[config.mk]
export PLATFORM = sky130hd
export DESIGN_NAME = hpgm_pin_mux
export DESIGN_NICKNAME = d
export VERILOG_FILES = /design/src/design/hpgm_pkg.sv /design/src/design/hpgm_clk_div.sv /design/src/design/hpgm_pin_mux.sv
export SDC_FILE = /design/constraint.sdc
export NUM_CORES = 1
export LEC_CHECK = 0
export BUFFER_PORTS_ARGS = -buffer_cell sky130_fd_sc_hd__buf_2
export CAP_MARGIN = 25
export CORE_ASPECT_RATIO = 1.75
export CORE_MARGIN = 10
export CORE_UTILIZATION = 45
export DETAILED_ROUTE_END_ITERATION = 10
export PLACE_DENSITY = 0.76
export SLEW_MARGIN = 20
export SYNTH_ARGS = -nofsm -noshare
export SYNTH_HDL_FRONTEND = slang
export SYNTH_HIERARCHICAL = 1
export SYNTH_SLANG_ARGS = --single-unit
[constraint.sdc]
create_clock -name ref_clk -period 1.9 [get_ports ref_clk]
set_input_delay 0.475 -clock ref_clk [delete_from_list [all_inputs] [get_ports ref_clk]]
set_output_delay 0.475 -clock ref_clk [all_outputs]
set_load 0.02 [all_outputs]
[src/design/hpgm_pkg.sv]
package hpgm_pkg;

	// pin group sizes and positions
	localparam int UPPER_FIRST   = 9;
	localparam int UPPER_LAST    = 15;
	localparam int UPPER_COUNT   = UPPER_LAST - UPPER_FIRST + 1;
	localparam int SHARED_COUNT  = 7;
	localparam int PCI_ONLY_CNT  = 5;
	localparam int CLK_PIN_COUNT = 2;
	localparam int CLK_PIN_GP1   = 0;
	localparam int CLK_PIN_GP2   = 1;

	// clock pin divide ratios from the core clock
	localparam int DIV_QUARTER = 4;
	localparam int DIV_SIXTH   = 6;

	// gpio enable/direction values
	localparam logic GPIO_ENABLED = 1'h1;
	localparam logic DIR_OUTPUT   = 1'h1;
	localparam logic CFG_RESET    = 1'h0;

	// one output/enable pair per pin group
	typedef struct packed {
		logic [SHARED_COUNT-1:0] o;
		logic [SHARED_COUNT-1:0] oe;
	} hpgm_pad7_type;

	typedef struct packed {
		logic [PCI_ONLY_CNT-1:0] o;
		logic [PCI_ONLY_CNT-1:0] oe;
	} hpgm_pad5_type;

	typedef struct packed {
		logic [CLK_PIN_COUNT-1:0] o;
		logic [CLK_PIN_COUNT-1:0] oe;
	} hpgm_pad2_type;

	// software gpio configuration for the clock pins and upper pins
	typedef struct packed {
		logic [CLK_PIN_COUNT-1:0] low_enable;
		logic [CLK_PIN_COUNT-1:0] low_direction;
		logic [UPPER_COUNT-1:0]   up_enable;
		logic [UPPER_COUNT-1:0]   up_direction;
	} hpgm_cfg_type;

endpackage

[src/design/hpgm_clk_div.sv]
`timescale 1ns/1ps
module hpgm_clk_div #(
	parameter int DIV = 4
) (
	input  wire logic ref_clk,
	input  wire logic reset,
	output logic      clk_out
);
	import hpgm_pkg::*;

	localparam logic [3:0] HALF_LAST = 4'(DIV / 2 - 1);

	typedef struct packed {
		logic [3:0] cnt;
		logic       clk;
	} hpgm_div_state_type;

	hpgm_div_state_type st_q;
	hpgm_div_state_type st_d;

	// even divide: toggle every DIV/2 core cycles, 50% duty
	always_comb begin
		st_d = st_q;
		if (st_q.cnt == HALF_LAST) begin
			st_d.cnt = 4'h0;
			st_d.clk = ~st_q.clk;
		end else begin
			st_d.cnt = st_q.cnt + 4'h1;
		end
	end

	always_ff @(posedge ref_clk) begin
		if (reset) begin
			st_q <= '0;
		end else begin
			st_q <= st_d;
		end
	end

	assign clk_out = st_q.clk;

endmodule

[src/design/hpgm_pin_mux.sv]
// Behaviour
// RQ1 - first clock pin outputs core/4 unless its gpio enable bit is set
// RQ2 - second clock pin outputs core/6 unless its gpio enable bit is set
// RQ3 - clock/gpio choice follows software enable bits, changeable at any time
// RQ4 - pin is gpio only while its enable bit is 1, else other function
// RQ5 - enabled gpio: direction 0 is input, 1 drives gpio output data
// RQ6 - gpio pins 9 to 15 usable only while pci strap captured 0
// RQ7 - strap low at reset: shared pins carry host port, pci disabled
// RQ8 - board holds strap steady during reset and keeps it valid after
// RQ9 - pci disabled: standalone pci pins stay undriven
// RQ10 - strap 1: shared and upper pins take pci, host port and gpio off
// RQ11 - strap captured at reset and used unchanged afterwards
// RQ12 - gpio enable and direction bits reset to 0
`timescale 1ns/1ps
module hpgm_pin_mux (
	input  wire logic                            ref_clk,
	input  wire logic                            reset,
	input  wire logic                            pci_select_strap,
	input  wire hpgm_pkg::hpgm_cfg_type          gpio_cfg,
	input  wire logic [hpgm_pkg::CLK_PIN_COUNT-1:0] gpio_low_out,
	input  wire logic [hpgm_pkg::UPPER_COUNT-1:0]   gpio_up_out,
	input  wire hpgm_pkg::hpgm_pad7_type         host_drive,
	input  wire hpgm_pkg::hpgm_pad7_type         pci_shared_drive,
	input  wire hpgm_pkg::hpgm_pad7_type         pci_upper_drive,
	input  wire hpgm_pkg::hpgm_pad5_type         pci_only_drive,
	input  wire logic [hpgm_pkg::CLK_PIN_COUNT-1:0] clk_pin_in,
	input  wire logic [hpgm_pkg::UPPER_COUNT-1:0]   upper_pin_in,
	input  wire logic [hpgm_pkg::SHARED_COUNT-1:0]  shared_pin_in,
	output hpgm_pkg::hpgm_pad2_type              clk_pin,
	output hpgm_pkg::hpgm_pad7_type              upper_pin,
	output hpgm_pkg::hpgm_pad7_type              shared_pin,
	output hpgm_pkg::hpgm_pad5_type              pci_only_pin,
	output logic [hpgm_pkg::CLK_PIN_COUNT-1:0]   gpio_low_in,
	output logic [hpgm_pkg::UPPER_COUNT-1:0]     gpio_up_in,
	output logic [hpgm_pkg::SHARED_COUNT-1:0]    host_rx,
	output logic [hpgm_pkg::SHARED_COUNT-1:0]    pci_shared_rx,
	output logic [hpgm_pkg::UPPER_COUNT-1:0]     pci_upper_rx,
	output logic                                 pci_enabled,
	output logic                                 host_port_enabled
);
	import hpgm_pkg::*;

	typedef struct packed {
		logic                     pci_en;
		logic                     host_en;
		logic                     run;
		hpgm_cfg_type             cfg;
		hpgm_pad2_type            clk_pin;
		hpgm_pad7_type            upper_pin;
		hpgm_pad7_type            shared_pin;
		hpgm_pad5_type            pci_only_pin;
		logic [CLK_PIN_COUNT-1:0] gpio_low_in;
		logic [UPPER_COUNT-1:0]   gpio_up_in;
		logic [SHARED_COUNT-1:0]  host_rx;
		logic [SHARED_COUNT-1:0]  pci_shared_rx;
		logic [UPPER_COUNT-1:0]   pci_upper_rx;
	} hpgm_state_type;

	hpgm_state_type st_q;
	hpgm_state_type st_d;
	logic           quarter_rate_clock_out;
	logic           sixth_rate_clock_out;
	logic [CLK_PIN_COUNT-1:0] div_clk;

	// free running dividers, kept even while the pin is gpio
	hpgm_clk_div #(.DIV(DIV_QUARTER)) u_div_quarter (
		.ref_clk (ref_clk),
		.reset   (reset),
		.clk_out (quarter_rate_clock_out)
	);

	hpgm_clk_div #(.DIV(DIV_SIXTH)) u_div_sixth (
		.ref_clk (ref_clk),
		.reset   (reset),
		.clk_out (sixth_rate_clock_out)
	);

	assign div_clk[CLK_PIN_GP1] = quarter_rate_clock_out;
	assign div_clk[CLK_PIN_GP2] = sixth_rate_clock_out;

	// pad steering; strap is sampled only while reset is held
	always_comb begin
		st_d = st_q;
		if (reset) begin
			st_d = '0;
			st_d.pci_en = pci_select_strap;                    // RQ11
			st_d.host_en = ~pci_select_strap;                  // RQ7
			st_d.cfg = {$bits(hpgm_cfg_type){CFG_RESET}};       // RQ12
		end else begin
			st_d.run = 1'h1;                                    // first edge out of reset
			st_d.cfg = gpio_cfg;                                // RQ3
			// clock pins: clock by default, gpio when enabled
			for (int i = 0; i < CLK_PIN_COUNT; i++) begin
				if (st_q.cfg.low_enable[i] == GPIO_ENABLED) begin // RQ4
					st_d.clk_pin.o[i] = gpio_low_out[i];
					st_d.clk_pin.oe[i] =
						(st_q.cfg.low_direction[i] == DIR_OUTPUT); // RQ5
					st_d.gpio_low_in[i] =
						~st_d.clk_pin.oe[i] & clk_pin_in[i];
				end else begin
					st_d.clk_pin.o[i] = div_clk[i];              // RQ1 RQ2
					st_d.clk_pin.oe[i] = 1'h1;
					st_d.gpio_low_in[i] = 1'h0;
				end
			end
			// upper pins: pci wins over any gpio setting
			for (int i = 0; i < UPPER_COUNT; i++) begin
				if (st_q.pci_en) begin
					st_d.upper_pin.o[i] = pci_upper_drive.o[i];  // RQ10
					st_d.upper_pin.oe[i] = pci_upper_drive.oe[i];
					st_d.pci_upper_rx[i] = upper_pin_in[i];
					st_d.gpio_up_in[i] = 1'h0;
				end else begin
					st_d.pci_upper_rx[i] = 1'h0;
					st_d.upper_pin.o[i] = gpio_up_out[i];        // RQ6
					st_d.upper_pin.oe[i] =
						(st_q.cfg.up_enable[i] == GPIO_ENABLED) &&
						(st_q.cfg.up_direction[i] == DIR_OUTPUT); // RQ5
					st_d.gpio_up_in[i] =
						(st_q.cfg.up_enable[i] == GPIO_ENABLED) &&
						!st_d.upper_pin.oe[i] && upper_pin_in[i];
				end
			end
			// shared host/pci lanes and standalone pci pins
			if (st_q.pci_en) begin
				st_d.shared_pin = pci_shared_drive;              // RQ10
				st_d.pci_shared_rx = shared_pin_in;
				st_d.host_rx = '0;
				st_d.pci_only_pin = pci_only_drive;
			end else begin
				st_d.shared_pin = host_drive;                    // RQ7
				st_d.host_rx = shared_pin_in;
				st_d.pci_shared_rx = '0;
				st_d.pci_only_pin = '0;                          // RQ9
			end
		end
	end

	always_ff @(posedge ref_clk) begin
		st_q <= st_d;
	end

	// every output straight from the state register
	assign clk_pin           = st_q.clk_pin;
	assign upper_pin         = st_q.upper_pin;
	assign shared_pin        = st_q.shared_pin;
	assign pci_only_pin      = st_q.pci_only_pin;
	assign gpio_low_in       = st_q.gpio_low_in;
	assign gpio_up_in        = st_q.gpio_up_in;
	assign host_rx           = st_q.host_rx;
	assign pci_shared_rx     = st_q.pci_shared_rx;
	assign pci_upper_rx      = st_q.pci_upper_rx;
	assign pci_enabled       = st_q.pci_en;
	assign host_port_enabled = st_q.host_en;
endmodule

## After elaboration in Yosys (flattened, before gate mapping)

Index checks and enable logic that the tools add are counted.

| cells by class | value |
|---|---|
| add/subtract/negate cells | 2 |
| eq/ne operators | 2 |
| mux-type cells | 19 |
| bitwise operators | 10 |
| reduce and logical (&&, ||, !) cells | 34 |

Operators by type and width:

| operator | count |
|---|---|
| 24-bit two-way mux | 1 |
| 1-bit logical AND | 21 |
| 1-bit two-way mux | 18 |
| 2-bit OR reduction | 6 |
| 4-bit by 1-bit adder with 4-bit output, second input constant | 2 |
| 1-bit inverter | 8 |
| 1-bit zero test | 7 |
| 4-bit by 1-bit equality test with 1-bit output, second input constant | 1 |
| 4-bit by 2-bit equality test with 1-bit output, second input constant | 1 |
| 1-bit bitwise AND | 2 |

| word-level totals | value |
|---|---|
| register bits after elaboration | 102 |
| input bits | 98 |
| output and inout bits | 74 |
| logic and storage cells | 91 |

## Depth between registers and ports, before layout

| depth | value |
|---|---|
| word-level depth | 4 |
| depth in mapped cells | 5 |
| depth with buffers taken out | 5 |

## Hierarchy

Netlist, hierarchy kept.

Modules (own cells, without submodules):

| module | instances | cells an instance | area an instance (um^2) | sequential area each (um^2) |
|---|---|---|---|---|
| hpgm_pin_mux | 1 | 317 | 3,372.0 | 1,861.8 |
| hpgm_clk_div | 2 | 20 | 207.7 | 100.1 |

## Least setup slack after synthesis

Ideal clock, no wire load.

| path | value |
|---|---|
| path type | flip-flop to flip-flop |
| start point | reg st_q (netlist bit pci_enabled) |
| end point | reg st_q (netlist bit gpio_up_in[0]) |
| library setup time | 0.073 ns |
| arrival | 1.149 ns |
| data required time | 1.827 ns |
| setup slack | 0.678 ns |
| cell stages (with the launch flop) | 5 |
| path buffers | 2 |
| clock period less this slack | 1.222 ns |
| cells stage by stage | edfxtp_1 buf_6 or2_1 buf_6 nor3_2 |

| between the ends | value |
|---|---|
| word-level cells in the longest chain between the ends | 1 |

Ends and longest elaborated chain:

| element | RTL line | text |
|---|---|---|
| start, declared | hpgm_pin_mux.sv:59 | `hpgm_state_type st_q;` |
| start signal, assigned | hpgm_pin_mux.sv:140 | `st_q <= st_d;` |
| 2-bit OR reduction (no source line) | n/a |  |

No other way between the ends.
A chain may end at the register's enable or synchronous reset.

## Worst setup path in the final report

| path | value |
|---|---|
| start point | reg st_q (netlist bit pci_enabled) |
| end point | out pci_enabled |

RTL lines:

| element | RTL line | text |
|---|---|---|
| end, declared | hpgm_pin_mux.sv:38 | `output logic pci_enabled,` |

No word-level cell between the ends.

==> results.yml <==
finish:
  syn2layout_area_growth_pct: 18.67
  final_cells: 554
  diodes: 0
  layout-drive-gt1-share_pct: 43.07
  final_nets: 560
  final_core_util_pct: 54.42
  filler_cell_count: 748
floorplanning:
  ios: 172
  num_rows: 44
  design.die.area_mm2: 0.01263
  start_util_pct: 45.86
  die_y_um: 141.4
  core-area_mm2: 0.008258
  die_w_um: 89.35
pwr:
  power_leakage_nw: 2.244
  worst_ir_drop_vdd_mv: 0.7745
  powerDensity_mw_per_mm2: 1079
synth:
  synth.net_count: 459
  netlist_area_mm2: 0.003787
  synth.yosys.seq_area_share_pct: 54.44
  ys_types: 28
  synth_cells: 357
  ys_ff_latch: 102
  synth_area_per_cell_um2: 10.61
  ys_warn_count: 6
run:
  max-cap-violations: 0
timing:
  period_share_pct: 74.21
  finClkSkew_ns: 0.005674
  max_freq_mhz: 709.2
  fin_tns_setup_ns: 0
  rsz0062_at_grt: "no"
  slew_headroom_pct: 54.17
  setup_viol: 0
  finalHoldViolCount: 0
  fin_crit_ns: 1.410
  worst_pin_slew_ns: 0.6844
  finalMaxSlewViolations: 0
setup_path:
  rr_worst_depth: 3
  startpoint_type: "flop"
  end_kind: "output pin"
  crit_fanout: 4
  crit_buf_inv: 1
  crit_cells: 1
  cp_slowest_cell: "edfxtp_1"
  cp_slowest_stage_delay_ns: 0.41
  worst-setup-path-type: "flop to output pin"
  path_cells: "buf_2"
  arrival_ns: 0.94
  crit_family: "flip-flops"
  required_ns: 1.42
clock_network:
  cts_tree: "done"
  postCtsSetupBuffers: 0
  clock_latency_ns: 0.33
  cts_buffers: 9
  cts_hold_buf: 0
  cts_buffer_depth: 2
  cts-root-buf: "clkbuf_16"
  numClockSinks: 102
  clk_pin_slew_ns: 0.06
  h-tree-depth: 3
  cts_resized: 0
global_route:
  first_global_vias: 2608
  antenna_found_initial: 0
  global_route.usage.total_pct: 12.95
  grt_pass1_wl_um: 12540
  grt_max_degree: 33
  grt_overflow: 0
placed_design:
  place.gp.congestion: 0.7207
  portBuffers: 171
  dp_cells: 539
  hpwlAfterDp_um: 6843
routing:
  drc: 0
  vias: 2460
  wl_um: 8351
  avgViaCountPerCell: 4.440
  antenna_left: 0
  first_iter_violations: 40
  wl_per_cell_um: 15.07
  firstDrtPassIters: 4
worst_hold_path:
  min_path_cells: 2
  hp-class: "input port to flop"
run_status:
  status: "complete, no violations"
-- logic make-up after synthesis --
| logic type | after synthesis | synth area share, % |
|---|---|---|
| AND/OR/NAND/NOR | 123 | 19.00 |
| adder cells (fa/ha/maj) | 4 | 1.321 |
| multiplexers | 23 | 6.079 |
| buffers and inverters | 90 | 16.78 |
| flip-flops | 102 | 54.44 |
| AO/OA/AOI/OAI | 11 | 1.454 |
| XOR/XNOR | 4 | 0.9252 |
-- state kept, by name (all words and copies together), names as in the netlist --
name and cells:
pci_enabled 1, pci_only_pin 10, shared_pin 14, u_div_sixth/clk_out 1, u_div_quarter/st_q 4, st_q 18, host_rx 7, pci_upper_rx 7
pci_shared_rx 7, gpio_up_in 7, gpio_low_in 2, host_port_enabled 1, clk_pin 4, u_div_quarter/clk_out 1, upper_pin 14, u_div_sixth/st_q 4
-- Yosys cell counts, drive strengths merged --
cell type / count / area [µm²]
xor2: 2 / 17.52
nand3: 2 / 10.01
a21oi: 11 / 55.05
nor2: 28 / 105.1
or2b: 2 / 15.01
xnor2: 2 / 17.52
buf: 82 / 603.1
nand2b: 2 / 12.51
dfxtp: 100 / 2002
nand2: 14 / 52.55
nor4bb: 2 / 20.02
nand3b: 9 / 67.56
inv: 5 / 18.77
nor3b: 2 / 25.02
clkbuf: 3 / 13.76
mux2i: 23 / 230.2
edfxtp: 2 / 60.06
and2: 31 / 193.9
ha: 4 / 50.05
nor2b: 19 / 121.4
nor3: 11 / 90.09
or2: 1 / 6.260
-- power by group --
part | switching (W) | internal (W)
Sequential | 0.0000568 | 0.00228
Combinational | 0.000307 | 0.000250
Clock | 0.000733 | 0.00122
-- layer usage --
layer	track usage, %	share of wire [%]
met1	12.35	35
met2	23.09	53
met3	5.619	10
met4	5.387	1.7
met5	0	0
-- cells in the final DEF, fill, tap and decap left out --
| cell | count |
|---|---|
| buf_2 | 171 |
| dfxtp_1 | 100 |
| and2_1 | 31 |
| nor2_1 | 28 |
| mux2i_1 | 23 |
| nor2b_1 | 18 |
| nand2_1 | 14 |
| a21oi_1 | 11 |
| nand3b_1 | 9 |
| clkbuf_16 | 9 |
| nor3_2 | 7 |
| inv_1 | 5 |
| buf_4 | 4 |
| nor3_1 | 4 |
| ha_1 | 4 |
| nor4bb_1 | 2 |
| clkbuf_8 | 2 |
| bufinv_16 | 2 |
| edfxtp_1 | 2 |
| nor3b_2 | 2 |
| nand3_1 | 2 |
| xor2_1 | 2 |
| xnor2_1 | 2 |
| nand2b_1 | 2 |
| or2b_1 | 2 |
| nor2b_2 | 1 |
| or2_1 | 1 |
| inv_4 | 1 |
| clkbuf_1 | 1 |
-- worst paths after layout --
check | startpoint | endpoint | slack [ns]
worst min-delay path | pci_only_drive[9] | pci_only_pin[9] | 0.34
worst max-delay path | pci_enabled | pci_enabled | 0.49
worst max register to register | pci_enabled | gpio_up_in[4] | 0.53
worst min register to register | st_q[86] | gpio_low_in[0] | 0.42
-- cell type report --
class | count | area, µm² | area share (%)
repair buffers | 175 | 885.9 | 19.71
multi-input cells | 165 | 1090 | 24.25
flip-flops and latches | 102 | 2062 | 45.88
clock inverters | 3 | 66.31 | 1.476
clock buffers | 12 | 256.5 | 5.707
well taps | 92 | 115.1 | 2.561
inverters | 5 | 18.77 | 0.4176
-- stage by stage --
| stage | power [W] | hold WS [ns] | setup slack [ns] | area, µm² |
|---|---|---|---|---|
| after floorplan | 0.002827 | 0.3984 | 0.6780 | 3787 |
| after global placement | 0.002933 | 0.4053 | 0.3691 | 4172 |
| after detailed placement | 0.002955 | 0.4096 | 0.3264 | 4172 |
| after CTS | 0.004905 | 0.3253 | 0.4644 | 4494 |
| after global routing | 0.005049 | 0.3288 | 0.4352 | 4494 |
| final | 0.004848 | 0.3396 | 0.4899 | 4494 |
Note: power is estimated with default switching activity, not from simulation.
